File: src/ams_consts.svh
// Constants for the converter channel/reference staging block: offsets, fields, resets, counts.
// Included by the selection buffer, sequencer, top and bench files; holds definitions only.
// Behaviour
// Processor-accessible temporary channel/reference register
// Idle: active selection follows temporary register
// Conversion start freezes the active selection
// Copying resumes in final conversion cycle
// Start begins at next clock edge
// Software waits one cycle after start
// Auto-trigger: clear enable before changing
// Auto-trigger: change one cycle after trigger
// Auto-trigger: change before trigger flag clears
// Safe-window write applies to next conversion
// Single mode: select channel before start
// Free-run restart keeps previous channel
// Reference: supply, 1.1V bandgap, external pin
// Over-reference input gives full-scale code
// Conversion 13 cycles, sample at 1.5
// Copy every edge while unlocked; reset value
`ifndef AMS_CONSTS_SVH
`define AMS_CONSTS_SVH
`define AMS_OFF_CHREF 8'h00
`define AMS_OFF_CTRL 8'h04
`define AMS_OFF_ACTIVE 8'h08
`define AMS_OFF_RESULT 8'h0C
`define AMS_OFF_IRQ_ST 8'h10
`define AMS_OFF_IRQ_CLR 8'h14
`define AMS_OFF_IRQ_EN 8'h18
`define AMS_CTRL_EN 7
`define AMS_CTRL_START 6
`define AMS_CTRL_AUTO 5
`define AMS_CTRL_DONE 4
`define AMS_CTRL_FREE 0
`define AMS_IRQ_DONE 0
`define AMS_IRQ_START 1
`define AMS_CHREF_RST 8'h00
`define AMS_CONV_CYCLES 13
`define AMS_SH_CYCLE 1
`define AMS_FULL_SCALE 10'h3FF
`endif

File: src/ams_pkg.sv
// Types shared by the staging block modules.
// Assumes the constants header is compiled alongside.
package ams_pkg;
  typedef enum logic [1:0] {
    AMS_REF_EXT_PIN = 2'b00,
    AMS_REF_SUPPLY = 2'b01,
    AMS_REF_RSVD = 2'b10,
    AMS_REF_BANDGAP = 2'b11
  } ams_ref_e;
  typedef struct packed {
    logic [1:0] reference_source_field;
    logic [3:0] input_channel_select_bits;
  } ams_sel_s;
  typedef enum logic {
    AMS_IDLE = 1'b0,
    AMS_CONV = 1'b1
  } ams_state_e;
  typedef logic [3:0] ams_cnt_t;
  function automatic ams_sel_s ams_sel_from_byte(input logic [7:0] b);
    ams_sel_s s;
    s.reference_source_field = b[7:6];
    s.input_channel_select_bits = b[3:0];
    return s;
  endfunction : ams_sel_from_byte
  function automatic logic [7:0] ams_sel_to_byte(input ams_sel_s s);
    return {s.reference_source_field, 2'b00, s.input_channel_select_bits};
  endfunction : ams_sel_to_byte
endpackage : ams_pkg

File: src/ams_link_if.sv
// Link between register front end, conversion sequencer and selection buffer.
// All signals live in the single core_clk domain.
`timescale 1ns/1ns
interface ams_link_if;
  import ams_pkg::*;
  logic go;
  logic restart;
  logic busy;
  logic last;
  logic lock;
  logic sh;
  ams_sel_s temp_sel;
  ams_sel_s active_sel;
  modport seq (input go, input restart, output busy, output last, output lock, output sh);
  modport sbuf (input lock, input temp_sel, output active_sel);
  modport top (output go, output restart, output temp_sel, input busy, input last, input lock, input sh,
               input active_sel);
endinterface : ams_link_if

File: src/ams_selbuf.sv
// Active selection register fed from the temporary register while not locked.
// Assumes lock comes from the sequencer in the same clock domain.
`timescale 1ns/1ns
`include "ams_consts.svh"
module ams_selbuf import ams_pkg::*; (
  // Clock and reset
  input wire logic core_clk,
  input wire logic rst_n,
  input wire logic clk_en,
  // Link
  ams_link_if.sbuf link
);
  ams_sel_s active_q, active_d;

  always_comb begin
    active_d = link.lock ? active_q : link.temp_sel;
  end

  always_ff @(posedge core_clk) begin
    if (!rst_n) begin
      active_q <= ams_sel_from_byte(`AMS_CHREF_RST);
    end else if (clk_en) begin
      active_q <= active_d;
    end
  end

  assign link.active_sel = active_q;
endmodule : ams_selbuf

File: src/ams_seq.sv
// Conversion sequencer: counts converter cycles, marks sample point and final cycle.
// Assumes go is only raised by the front end while idle or in the final cycle.
`timescale 1ns/1ns
`include "ams_consts.svh"
module ams_seq import ams_pkg::*; #(
  parameter int CONV_CYCLES = `AMS_CONV_CYCLES,
  parameter int SH_CYCLE = `AMS_SH_CYCLE
) (
  // Clock and reset
  input wire logic core_clk,
  input wire logic rst_n,
  input wire logic clk_en,
  // Link
  ams_link_if.seq link
);
  localparam ams_cnt_t LAST = ams_cnt_t'(CONV_CYCLES - 1);
  localparam ams_cnt_t SH = ams_cnt_t'(SH_CYCLE);
  ams_state_e state_q, state_d;
  ams_cnt_t cnt_q, cnt_d;
  logic sh_q, sh_d;

  always_comb begin
    state_d = state_q;
    cnt_d = cnt_q;
    unique case (state_q)
      AMS_IDLE: if (link.go) begin
        state_d = AMS_CONV;
        cnt_d = '0;
      end
      AMS_CONV: if (cnt_q == LAST) begin
        if (link.restart) begin
          cnt_d = '0;
        end else begin
          state_d = AMS_IDLE;
        end
      end else begin
        cnt_d = cnt_q + 1'b1;
      end
    endcase
    // Sample-and-hold sits between edges 1 and 2; flagged on the cycle after edge 1
    sh_d = (state_d == AMS_CONV) && (cnt_d == SH);
  end

  always_ff @(posedge core_clk) begin
    if (!rst_n) begin
      state_q <= AMS_IDLE;
      cnt_q <= '0;
      sh_q <= 1'b0;
    end else if (clk_en) begin
      state_q <= state_d;
      cnt_q <= cnt_d;
      sh_q <= sh_d;
    end
  end

  assign link.busy = (state_q == AMS_CONV);
  assign link.last = (state_q == AMS_CONV) && (cnt_q == LAST);
  assign link.lock = (state_q == AMS_CONV) && (cnt_q != LAST);
  assign link.sh = sh_q;
endmodule : ams_seq

File: src/ams_top.sv
// Top of the channel/reference staging block: APB registers, start/trigger control,
// result capture and interrupt. Instantiates the sequencer and selection buffer.
// Assumes APB and converter-core inputs are synchronous to core_clk.
//
// Local design decisions: the APB slave port and the address map.
`timescale 1ns/1ns
`include "ams_consts.svh"
module ams_top import ams_pkg::*; #(
  parameter int ADDR_W = 8,
  parameter int RES_W = 10
) (
  // Clock, reset, enable
  input wire logic core_clk,
  input wire logic rst_n,
  input wire logic clk_en,
  // APB slave
  input wire logic psel,
  input wire logic penable,
  input wire logic pwrite,
  input wire logic [ADDR_W-1:0] paddr,
  input wire logic [31:0] pwdata,
  output logic [31:0] prdata,
  output logic pready,
  output logic pslverr,
  // Converter core
  input wire logic trig_in,
  input wire logic [RES_W-1:0] core_result,
  input wire logic core_over_ref,
  output logic [3:0] mux_chan,
  output logic [1:0] ref_src,
  output logic sample_hold,
  output logic conv_busy,
  // Interrupt
  output logic irq
);
  ams_link_if link ();

  ams_seq #(
    .CONV_CYCLES(`AMS_CONV_CYCLES),
    .SH_CYCLE(`AMS_SH_CYCLE)
  ) u_seq (
    .core_clk(core_clk),
    .rst_n(rst_n),
    .clk_en(clk_en),
    .link(link.seq)
  );

  ams_selbuf u_selbuf (
    .core_clk(core_clk),
    .rst_n(rst_n),
    .clk_en(clk_en),
    .link(link.sbuf)
  );

  function automatic logic hit(input logic [ADDR_W-1:0] a, input logic [7:0] off);
    return a == ADDR_W'(off);
  endfunction : hit

  function automatic logic mapped(input logic [ADDR_W-1:0] a);
    return hit(a, `AMS_OFF_CHREF) || hit(a, `AMS_OFF_CTRL) || hit(a, `AMS_OFF_ACTIVE) ||
           hit(a, `AMS_OFF_RESULT) || hit(a, `AMS_OFF_IRQ_ST) || hit(a, `AMS_OFF_IRQ_CLR) ||
           hit(a, `AMS_OFF_IRQ_EN);
  endfunction : mapped

  // Register state
  ams_sel_s temp_q, temp_d;
  logic en_q, en_d;
  logic auto_q, auto_d;
  logic free_q, free_d;
  logic start_q, start_d;
  logic done_q, done_d;
  logic trig_q, trig_d;
  logic [RES_W-1:0] result_q, result_d;
  logic [1:0] irq_st_q, irq_st_d;
  logic [1:0] irq_en_q, irq_en_d;
  logic irq_q, irq_d;
  // Bus answer state
  logic [31:0] prdata_q, prdata_d;
  logic pready_q, pready_d;
  logic pslverr_q, pslverr_d;

  // Bus decode
  logic acc;
  logic wr;
  logic trig_rise;
  logic go;
  logic [1:0] irq_ev;
  logic [1:0] irq_clr;

  always_comb begin
    acc = psel && penable && pready_q;
    wr = acc && pwrite && mapped(paddr);
    trig_rise = trig_in && !trig_q;
    // Start bit or a trigger edge only counts while idle; triggers mid-conversion are dropped
    go = en_q && !link.busy && (start_q || (auto_q && trig_rise));
    irq_ev = 2'b00;
    irq_ev[`AMS_IRQ_DONE] = link.last;
    irq_ev[`AMS_IRQ_START] = go;
    irq_clr = (wr && hit(paddr, `AMS_OFF_IRQ_CLR)) ? pwdata[1:0] : 2'b00;
  end

  assign link.go = go;
  assign link.restart = en_q && auto_q && free_q;
  assign link.temp_sel = temp_q;

  // Register next values
  always_comb begin
    temp_d = temp_q;
    en_d = en_q;
    auto_d = auto_q;
    free_d = free_q;
    irq_en_d = irq_en_q;
    if (wr && hit(paddr, `AMS_OFF_CHREF)) begin
      temp_d = ams_sel_from_byte(pwdata[7:0]);
    end
    if (wr && hit(paddr, `AMS_OFF_CTRL)) begin
      en_d = pwdata[`AMS_CTRL_EN];
      auto_d = pwdata[`AMS_CTRL_AUTO];
      free_d = pwdata[`AMS_CTRL_FREE];
    end
    if (wr && hit(paddr, `AMS_OFF_IRQ_EN)) begin
      irq_en_d = pwdata[1:0];
    end
    // Start request is taken by the sequencer one edge after the write lands
    start_d = (start_q && !go) ||
              (wr && hit(paddr, `AMS_OFF_CTRL) && pwdata[`AMS_CTRL_START] && pwdata[`AMS_CTRL_EN]);
    // Set wins over a write-one clear in the same cycle
    done_d = (done_q && !(wr && hit(paddr, `AMS_OFF_CTRL) && pwdata[`AMS_CTRL_DONE])) || link.last;
    irq_st_d = (irq_st_q & ~irq_clr) | irq_ev;
    irq_d = |(irq_st_d & irq_en_d);
    trig_d = trig_in;
    result_d = result_q;
    if (link.last) begin
      result_d = core_over_ref ? RES_W'(`AMS_FULL_SCALE) : core_result;
    end
  end

  always_ff @(posedge core_clk) begin
    if (!rst_n) begin
      temp_q <= ams_sel_from_byte(`AMS_CHREF_RST);
      en_q <= 1'b0;
      auto_q <= 1'b0;
      free_q <= 1'b0;
      start_q <= 1'b0;
      done_q <= 1'b0;
      trig_q <= 1'b0;
      result_q <= '0;
      irq_st_q <= 2'b00;
      irq_en_q <= 2'b00;
      irq_q <= 1'b0;
    end else if (clk_en) begin
      temp_q <= temp_d;
      en_q <= en_d;
      auto_q <= auto_d;
      free_q <= free_d;
      start_q <= start_d;
      done_q <= done_d;
      trig_q <= trig_d;
      result_q <= result_d;
      irq_st_q <= irq_st_d;
      irq_en_q <= irq_en_d;
      irq_q <= irq_d;
    end
  end

  // Bus answer: one wait state, so read data is built from settled registers
  always_comb begin
    pready_d = psel && penable && !pready_q;
    pslverr_d = pready_d && !mapped(paddr);
    prdata_d = prdata_q;
    if (pready_d) begin
      prdata_d = 32'h0000_0000;
      if (hit(paddr, `AMS_OFF_CHREF)) begin
        prdata_d[7:0] = ams_sel_to_byte(temp_q);
      end
      if (hit(paddr, `AMS_OFF_CTRL)) begin
        prdata_d[`AMS_CTRL_EN] = en_q;
        prdata_d[`AMS_CTRL_START] = start_q || link.busy;
        prdata_d[`AMS_CTRL_AUTO] = auto_q;
        prdata_d[`AMS_CTRL_DONE] = done_q;
        prdata_d[`AMS_CTRL_FREE] = free_q;
      end
      if (hit(paddr, `AMS_OFF_ACTIVE)) begin
        prdata_d[7:0] = ams_sel_to_byte(link.active_sel);
      end
      if (hit(paddr, `AMS_OFF_RESULT)) begin
        prdata_d[RES_W-1:0] = result_q;
      end
      if (hit(paddr, `AMS_OFF_IRQ_ST)) begin
        prdata_d[1:0] = irq_st_q;
      end
      if (hit(paddr, `AMS_OFF_IRQ_EN)) begin
        prdata_d[1:0] = irq_en_q;
      end
    end
  end

  always_ff @(posedge core_clk) begin
    if (!rst_n) begin
      prdata_q <= 32'h0000_0000;
      pready_q <= 1'b0;
      pslverr_q <= 1'b0;
    end else if (clk_en) begin
      prdata_q <= prdata_d;
      pready_q <= pready_d;
      pslverr_q <= pslverr_d;
    end
  end

  assign prdata = prdata_q;
  assign pready = pready_q;
  assign pslverr = pslverr_q;
  assign mux_chan = link.active_sel.input_channel_select_bits;
  assign ref_src = link.active_sel.reference_source_field;
  assign sample_hold = link.sh;
  assign conv_busy = link.busy;
  assign irq = irq_q;

  // Assertion helper: a busy-cycle count kept apart from the sequencer's own counter
  // Lock window and final cycle are then checked against an independent reference
  localparam ams_cnt_t CONV_LAST = ams_cnt_t'(`AMS_CONV_CYCLES - 1);
  ams_cnt_t busy_len_q, busy_len_d;

  always_comb begin
    busy_len_d = '0;
    if (link.busy && (busy_len_q != CONV_LAST)) begin
      busy_len_d = busy_len_q + 1'b1;
    end
  end

  always_ff @(posedge core_clk) begin
    if (!rst_n) begin
      busy_len_q <= '0;
    end else if (clk_en) begin
      busy_len_q <= busy_len_d;
    end
  end
endmodule : ams_top

File: config.mk
export PLATFORM = sky130hd
export DESIGN_NAME = ams_top
export DESIGN_NICKNAME = d
export VERILOG_FILES = /design/src/ams_pkg.sv /design/src/ams_link_if.sv /design/src/ams_selbuf.sv /design/src/ams_seq.sv /design/src/ams_top.sv
export VERILOG_INCLUDE_DIRS = /design/src
export SDC_FILE = /design/constraint.sdc
export NUM_CORES = 1
export LEC_CHECK = 0
export ABC_CLOCK_PERIOD_IN_PS = 2700
export BUFFER_PORTS_ARGS = -buffer_cell sky130_fd_sc_hd__buf_4
export CAP_MARGIN = 20
export CORE_ASPECT_RATIO = 1.2
export CORE_MARGIN = 4
export CORE_UTILIZATION = 51
export CTS_BUF_LIST = sky130_fd_sc_hd__clkbuf_4
export CTS_CLUSTER_SIZE = 28
export DETAILED_ROUTE_END_ITERATION = 7
export MAX_ROUTING_LAYER = met4
export PLACE_DENSITY = 0.82
export SLEW_MARGIN = 15
export SYNTH_ARGS = -nofsm -noshare
export SYNTH_HDL_FRONTEND = slang
export SYNTH_HIERARCHICAL = 1
export SYNTH_SLANG_ARGS = --single-unit
File: constraint.sdc
create_clock -name core_clk -period 2.7 [get_ports core_clk]
set_input_delay 0.54 -clock core_clk [delete_from_list [all_inputs] [get_ports core_clk]]
set_output_delay 0.54 -clock core_clk [all_outputs]
set_load 0.05 [all_outputs]
# Yosys cells after proc, flatten, opt, wreduce, memory -nomap -nowiden
# Cells that the tools add are included.
# word_totals
register_bits	51
inputBits	58
wordCells	101
out_inout_bits	43
# classes
mux	18
bitwise_logic	6
add_sub_neg	1
eq_ne	9
n_reduce_logical	47
# ops
cell	count
8-bit by 5-bit equality test with 1-bit output (second input constant)	3
1-bit logical AND	24
10-bit 2-to-1 mux	2
8-bit by 4-bit equality test with 1-bit output (second input constant)	2
4-bit 2-to-1 mux	4
8-bit 2-to-1 mux	2
1-bit logical OR	10
2-bit AND reduction	5
8-bit by 3-bit equality test with 1-bit output (second input constant)	1
8-bit zero test	1
2-bit 2-to-1 mux	4
4-bit one-hot mux with 2 select lines	1
1-bit zero test	6
4-bit by 1-bit adder with 4-bit output (second input constant)	1
2-bit AND	2
4-bit by 1-bit equality test with 1-bit output (second input constant)	1
4-bit equality test (second input constant)	1
1-bit 2-to-1 mux	4
4-bit != test (second input constant)	1
1-bit NOT	2
2-bit NOT	1
2-bit OR	1
1-bit one-hot mux with 2 select lines	1
2-bit OR reduction	1

# Depth between registers and ports, before layout
# Gate-level depths: netlist of the first run.
# depth
depth_word	15
mapped_depth	8
mapped_depth_nobuf	7

# Hierarchy
# Netlist of the first run, hierarchy kept.
# modules_own_cells
mod	cells_per_inst	area_per_inst_um2	instances
ams_top	229	2043.2	1
ams_seq	47	384.1	1
ams_selbuf	27	257.7	1

# Least setup slack after synthesis of the first run
# No wires, ideal clock.
# synth_path
kind	input -> register
from	in paddr[5]
to	reg irq_q, in the netlist irq
setup_time_ns	0.130
arrival_time_ns	2.072
path_buffers	0
slack_ns	0.498
path_stages	5
path_cell_list	or4_4 -> nor4_4 -> mux2_2 -> o221ai_2 -> o41ai_2
# synth_via
elab_chain_cells	15
# synth_rtl
element	line	rtl
start, declared	ams_top.sv:20	input wire logic [ADDR_W-1:0] paddr,
8-bit by 3-bit equality test with 1-bit output or 8-bit zero test (tied branches)	ams_top.sv:56	return a == ADDR_W'(off);
1-bit logical OR (6 in series)	ams_top.sv:60	return hit(a, `AMS_OFF_CHREF) || hit(a, `AMS_OFF_CTRL) || hit(a, `AMS_OFF_ACTIVE) ||
1-bit logical AND	ams_top.sv:92	wr = acc && pwrite && mapped(paddr);
1-bit logical AND	ams_top.sv:99	irq_clr = (wr && hit(paddr, `AMS_OFF_IRQ_CLR)) ? pwdata[1:0] : 2'b00;
2-bit 2-to-1 mux	ams_top.sv:99	
2-bit NOT	ams_top.sv:129	irq_st_d = (irq_st_q & ~irq_clr) | irq_ev;
2-bit AND	ams_top.sv:129	
2-bit OR	ams_top.sv:129	
2-bit AND *	ams_top.sv:130	irq_d = |(irq_st_d & irq_en_d);
2-bit OR reduction *	ams_top.sv:130	
end signal, assigned	ams_top.sv:162	irq_q <= irq_d;
end, declared	ams_top.sv:76	logic irq_q, irq_d;
# Mark *: on every way between the ends. The rest lies on a longest branch, timed or not.
# A chain may end at the register's enable or synchronous reset.

# Worst setup path after layout of the first run
# Ends and elaborated chain as after synthesis.

==> run metrics, run 1 <==
crit path max fanout=4; Worst EP required=approximately 3.0 ns; largest net degree at the start of global routing=36; Fin Clk Skew=0.00589 ns; CP Launch Type=input port; DR WL met3=450 um; worst min-delay path class=input port to flip-flop; # Max-Cap Violations=0; nature of the critical path endpoint=flip-flop; fillcell total=469; fin area=a little over 0.003 sq mm; clk root buf=clkbuf_4; # Post-CTS Setup Buffers=0; antenna violation net count after detailed routing=0; P&R area growth vs syn=13.0%; unique cell type count in the Yosys netlist=54; Syn Std Cell Area=about 0.0027 sq mm; Die Ht=between 80 and 90 um; Rows=28; worst-case clock buffer depth=2; initial antenna violation count=0; per-cell routed wire length=about 15 um; CTS tree=yes; vias=2290; hold_buf cts=0; YS warnings=6; period utilization=75.2%; routability cong.=between 0.8 and 0.9; Crit Path Class=input port to flip-flop; EDFF count, synth=0; post-CTS sizing=0; outcome=finished, final reports clean; IO Pins=101; number of detailed-route iterations in the first pass=4; Initial DRC Count=169; Syn Inst Count=303; Fin. Hold Viols=0; syn_area_per_cell=between 8 and 9 sq um; placed inst area=0.00298 sq mm; max-slew violation total from the final report=0; WL met1=2580 um; grt ovf=0; CTS Buf Count=5; die width=74.2 um; initial core utilization=53.6%; Max-slew headroom=54.7%; H-tree depth reported by CTS=2; vias in the first global route=2104; Clock transition at path regs=0.14 ns; TritonCTS sink count=51; Antenna Cells=0; Final #Nets=409; DP HPWL=4600 um; metal2 WL=3020 um; maximum clock frequency=0.492 GHz; clk_lat worst skew=0.36 ns; Tot GR Track Use=19.8%; core area=approximately 0.005 sq mm; Worst IR Drop VDD=0.206 mV; worst-margin pin slew=between 0.6 and 0.7 ns; first-pass GRT wire length=9750 um; Synth async-reset ratio=0%; number of port buffers=54; DR vias/cell=around 5.6; sequential cell area fraction in the yosys report=roughly two fifths; drt drc=0; detailed-route wire length=between 6000 and 7000 um; Static Leak=0.00125 uW; Tmin final=2.03 ns; ys flop type=dfxtp_1; DR top layer=met4; PwrDens=423 mW/mm^2; #FFs+latches synth=51; setup TNS=0 ns; final setup fails=0; layout cells sized above 1=between 20 and 25%; RSZ-0062 raised after global routing=no; worst path arrival time=about 2.3 ns; die area=between 0.006 and 0.007 sq mm
-- path summary, 6_finish.rpt --
path,start,end,slack (ns),depth (start not counted)
setup / recovery,paddr[5],irq$_SDFFE_PN0P_,0.67,6
hold / removal,pwdata[2],link.temp_sel[2]$_SDFFE_PN0P_,0.41,3
setup reg to reg,u_seq/cnt_q[0]$_SDFFE_PN0P_,result_q[0]$_SDFFE_PN0P_,0.76,8
hold reg to reg,prdata[6]$_SDFFE_PN0P_,prdata[6]$_SDFFE_PN0P_,0.46,2
-- metrics by stage --
step	worst slack, ns	cells	utilization [%]	total power [uW]	hold slack, ns
finish	0.669	410	60.6	1280	0.409
global route	0.570	410	60.6	1340	0.386
CTS	0.669	410	60.6	1290	0.400
detailed placement	0.274	402	59.5	960	0.446
global placement	0.291	402	59.5	957	0.440
floorplan	0.498	324	-	931	0.444
-- layout make-up --
class | instances | area [sq um] | area share, %
timing repair buffer | 58 | 435 | 14.3
inverter | 9 | 33.8 | 1.11
tap | 60 | 75.1 | 2.47
sequential | 51 | 1020 | 33.6
clock buffer | 6 | 45.0 | 1.48
clock inverter | 2 | 7.51 | 0.247
multi-input combinational | 224 | 1420 | 46.7
-- state kept, by name, indices dropped and copies added (netlist names), 2 cells and up --
| signal | count |
|---|---|
| irq_en_q | 2 |
| link.temp_sel | 6 |
| prdata | 10 |
| u_seq/cnt_q | 4 |
| result_q | 10 |
| irq_st_q | 2 |
| u_selbuf/link.active_sel | 6 |
-- cell families after synthesis --
kind of cell               after synthesis  synth area share (%)
other                                    1                 0.140
AOI/OAI and AO/OA                       53                  13.3
and+or+nand+nor                        117                  22.4
DFF                                     51                  38.0
adders and majority gates                2                 0.932
buffers and inverters                   49                  12.1
xor gates and xnor gates                 1                 0.606
muxes                                   29                  12.5
-- placed cells by master (no fill, tap or decap), drive strengths merged, types with 2 or more instances in the layout --
cell type  netlist  layout
buf             29      58
dfxtp           51      51
nand2           31      31
nor2            26      26
a21oi           25      25
conb             1      22
nor3            22      22
mux2i           19      19
nand3           11      11
inv              9       9
mux2             7       7
clkbuf          11       6
o21ai            6       6
a31oi            5       5
nand4            5       5
and2             4       4
nor2b            4       4
a32oi            3       3
mux4             3       3
and3             3       3
a22o             2       2
nand3b           2       2
clkinv           0       2
nand2b           2       2
ha               2       2
a211oi           2       2
nor4             2       2
-- cells in the mapped netlist, types with 2 or more instances --
| library cell | n | area share, % |
|---|---|---|
| dfxtp_1 | 51 | 38 |
| nand2_1 | 31 | 4.3 |
| and2_1 | 4 | 0.93 |
| o21ai_0 | 4 | 0.75 |
| buf_6 | 4 | 1.7 |
| clkbuf_1 | 8 | 1.1 |
| buf_4 | 23 | 6.4 |
| a31oi_1 | 5 | 1.2 |
| mux2_2 | 7 | 2.9 |
| nor3_1 | 21 | 3.9 |
| a21oi_1 | 25 | 4.7 |
| inv_1 | 9 | 1.3 |
| ha_1 | 2 | 0.93 |
| mux2i_1 | 19 | 7.1 |
| nor2_1 | 26 | 3.6 |
| a22o_1 | 2 | 0.65 |
| nand3_1 | 10 | 1.9 |
| mux4_2 | 3 | 2.5 |
| o21ai_1 | 2 | 0.37 |
| nand4_1 | 5 | 1.2 |
| nor2b_1 | 3 | 0.70 |
| clkbuf_8 | 2 | 1.0 |
| nand3b_1 | 2 | 0.56 |
| a32oi_1 | 3 | 0.98 |
| and3_1 | 2 | 0.47 |
| nand2b_1 | 2 | 0.47 |
-- where the power goes --
part           internal [uW]  switching (uW)  leakage, uW
combinational           50.5             134     0.000807
sequential               757            2.86     0.000411
clock                    107             231    0.0000307
total                    914             368      0.00125
-- worst max-delay path: stages --
cell,delay [ns]
buf_4,0.11
or4_4,0.58
nor4_4,0.40
mux2_2,0.39
o221ai_2,0.16
o41ai_2,0.09
-- per-layer routing --
metal / up-vias / GRT usage [%]
li1: 1117 / -
met1: 1082 / 24.0
met2: 78 / 32.3
met3: 13 / 3.81
met4: 0 / 7.28
met5: - / -
Note: power is estimated with default switching activity, not from simulation.
==> inputs of run 2 (changes only) <==
ABC_AREA = 1   (was default)
ABC_CLOCK_PERIOD_IN_PS = 1950   (was 2700)
PLACE_DENSITY = 0.83   (was 0.82)
clock period = 1.95 ns   (was 2.7 ns; I/O delays follow)
==> run 2 against run 1 <==
Compared with the run above:
- clock power rose by 120%
- final cell count rose by 21%
- register-to-register slack got worse by 0.34 ns
- non-clock buffer count rose by 2
- clock skew rose by 0.0067 ns
- sequential share of layout area fell by 1.3 points
- via count rose by 7.9%
- critical path depth fell by 5
- wire length fell by 2.2%
- power rose by 70%
- die area fell by 1.6%
- flip-flop and latch count did not move
==> run metrics, run 2 <==
Syn Std Cell Area=0.00264 sq mm; power share of the sequential group=49.7%; worst path arrival time=1.16 ns; clk_lat worst skew=about 0.37 ns; Post-synth top cells=nand2_1, dfxtp_1, inv_1, nor2_1, o21ai_0; outcome=finished, final reports clean; Placed Cells=488; routability cong.=between 0.8 and 0.9; clk root buf=clkbuf_4; worst-case clock buffer depth=2; maximum clock frequency=approximately 0.64 GHz; ys flop type=dfxtp_1; main area contributors after synthesis=dfxtp_1, nand2_1, inv_1; grt ovf=0; CP Launch Type=flip-flop; die area=between 0.006 and 0.007 sq mm; period utilization=79.7%; CTS Buf Count=5; P_sw=614 uW; top-count cell post-synth=nand2_1; vias=2470; Worst IR Drop VDD=approximately 0.46 mV; Worst EP required=1.56 ns; Die Ht=about 87 um; vias in the first global route=around 2300; combinational fraction of design power=between 10% and 20%; setup TNS=0 ns; H-tree depth reported by CTS=2; EDFF count, synth=0; hold slack=0.238 ns; worst path cell trace=buf_4; top cell type's share of synthesized area=38.7%; largest net degree at the start of global routing=24; CTS tree=yes; Final #Nets=approximately 500; slowest stage delay, CP=0.54 ns; Rows=28; antenna violation net count after detailed routing=0; Initial DRC Count=192; drt drc=0; WP buf/inv=1; initial core utilization=53.0%; detailed-route wire length=6030 um; initial antenna violation count=0; PwrDens=692 mW/mm^2; Fin Clk Skew=0.0126 ns; per-cell routed wire length=approximately 12 um; Crit Path Class=flip-flop to primary output; hold_buf cts=0; Layout Cells excl Fill=496; number of detailed-route iterations in the first pass=4; YS warnings=6; Antenna Cells=0; Synth async-reset ratio=0%; layout cells sized above 1=between 20 and 25%; DP HPWL=~4600 um; first-pass GRT wire length=about 10000 um; die width=73.6 um; Tmin final=between 1.5 and 2 ns; Fin. Hold Viols=0; largest delay contributor family on the critical path=flip-flops; P&R area growth vs syn=19.7%; most frequent cells in the layout=nand2_1, buf_4, dfxtp_1, inv_1, nor2_1; syn_area_per_cell=6.97 sq um; Syn Inst Count=378; TritonCTS sink count=51; CP max stage cell=dfxtp_1; number of port buffers=54; Clk pwr share=33.8%; max-slew violation total from the final report=0; commonest non-fill, non-tap cell in the layout=nand2_1; IO Pins=101; fillcell total=around 460; # Max-Cap Violations=0; RSZ-0062 raised after global routing=no; Int Pwr=1570 uW; post-CTS sizing=0; sequential cell area fraction in the yosys report=38.7%; #FFs+latches synth=around 50; worst min-delay path class=input port to flip-flop; Clock transition at path regs=roughly 0.15 ns; Yosys top cell by area=dfxtp_1; Static Leak=about 0.0014 uW; switching share of power=28.1%; nature of the critical path endpoint=primary output; DR vias/cell=4.98; crit path max fanout=8; Tot GR Track Use=between 10% and 20%; # Post-CTS Setup Buffers=0; final setup fails=0; unique cell type count in the Yosys netlist=32; core area=0.00497 sq mm
run 2: cell types whose count changed in the layout (fill, tap and decap cells not counted), moves of 9 or more:
cell	delta
o21ai_0	+30
nand2_1	+29
nor3_1	-9
nor2_1	+17
mux2i_1	-19
inv_1	+39
run 2: cell type report:
cell class	count	area (sq um)	share of cell area (%)
multi-input combinational	261	1280	40.6
tap	60	75.1	2.38
clock inverter	3	67.6	2.14
inverter	56	210	6.66
timing repair buffer	60	463	14.7
sequential	51	1020	32.4
clock buffer	5	37.5	1.19
run 2: power by group through the flow:
stage / clock network [uW] / logic, uW / registers (uW)
2_1_floorplan: 0 / 215 / 1170
3_3_place_gp: 0 / 356 / 1110
3_5_place_dp: 0 / 360 / 1110
4_1_cts: 751 / 361 / 1090
5_1_grt: 803 / 386 / 1090
6_report: 737 / 361 / 1090
run 2: metrics by stage:
step                      power [uW]  worst slack (ns)  instance area (sq um)  utilization [%]
final                           2180             0.396                   3160             63.4
after global routing            2280             0.254                   3160             63.4
after CTS                       2200             0.394                   3160             63.4
after detailed placement        1470             0.108                   3050             61.3
after global placement          1460             0.154                   3050             61.3
after floorplan                 1380             0.328                   2720                -
run 2: worst min-delay path, stage by stage:
cell and delay, ns:
buf_4 0.08, nor3_1 0.04, nor2_1 0.08
run 2: path summary, 6_finish.rpt:
check	startpoint	endpoint	slack, ns	depth (start not counted)
min reg2reg	result_q[9]$_SDFFE_PN0P_	prdata[9]$_SDFFE_PN0P_	0.47	2
max reg2reg	u_seq/cnt_q[0]$_SDFFE_PN0P_	result_q[7]$_SDFFE_PN0P_	0.42	8
min	core_result[8]	result_q[8]$_SDFFE_PN0P_	0.24	3
max	u_seq/link.busy$_SDFFE_PN0P_	conv_busy	0.40	1
run 2: kinds of logic (layout without fill, tap and decap cells):
group | Yosys count | after routing | synth area share [%]
other | 1 | 22 | 0.142
xor gates and xnor gates | 1 | 1 | 0.332
buffers and inverters | 87 | 124 | 15.9
and+or+nand+nor | 155 | 155 | 26.7
adders and majority gates | 2 | 2 | 0.949
AOI/OAI and AO/OA | 81 | 81 | 17.3
DFF | 51 | 51 | 38.7
run 2: layer usage:
| layer | vias up | part of all wire [%] | global-route usage [%] |
|---|---|---|---|
| li1 | 1284 | - | - |
| met1 | 1123 | 44 | 23.7 |
| met5 | - | 0 | - |
| met2 | 59 | 49 | 33.1 |
| met4 | 0 | 0.91 | 4.78 |
| met3 | 4 | 6.1 | 3.71 |
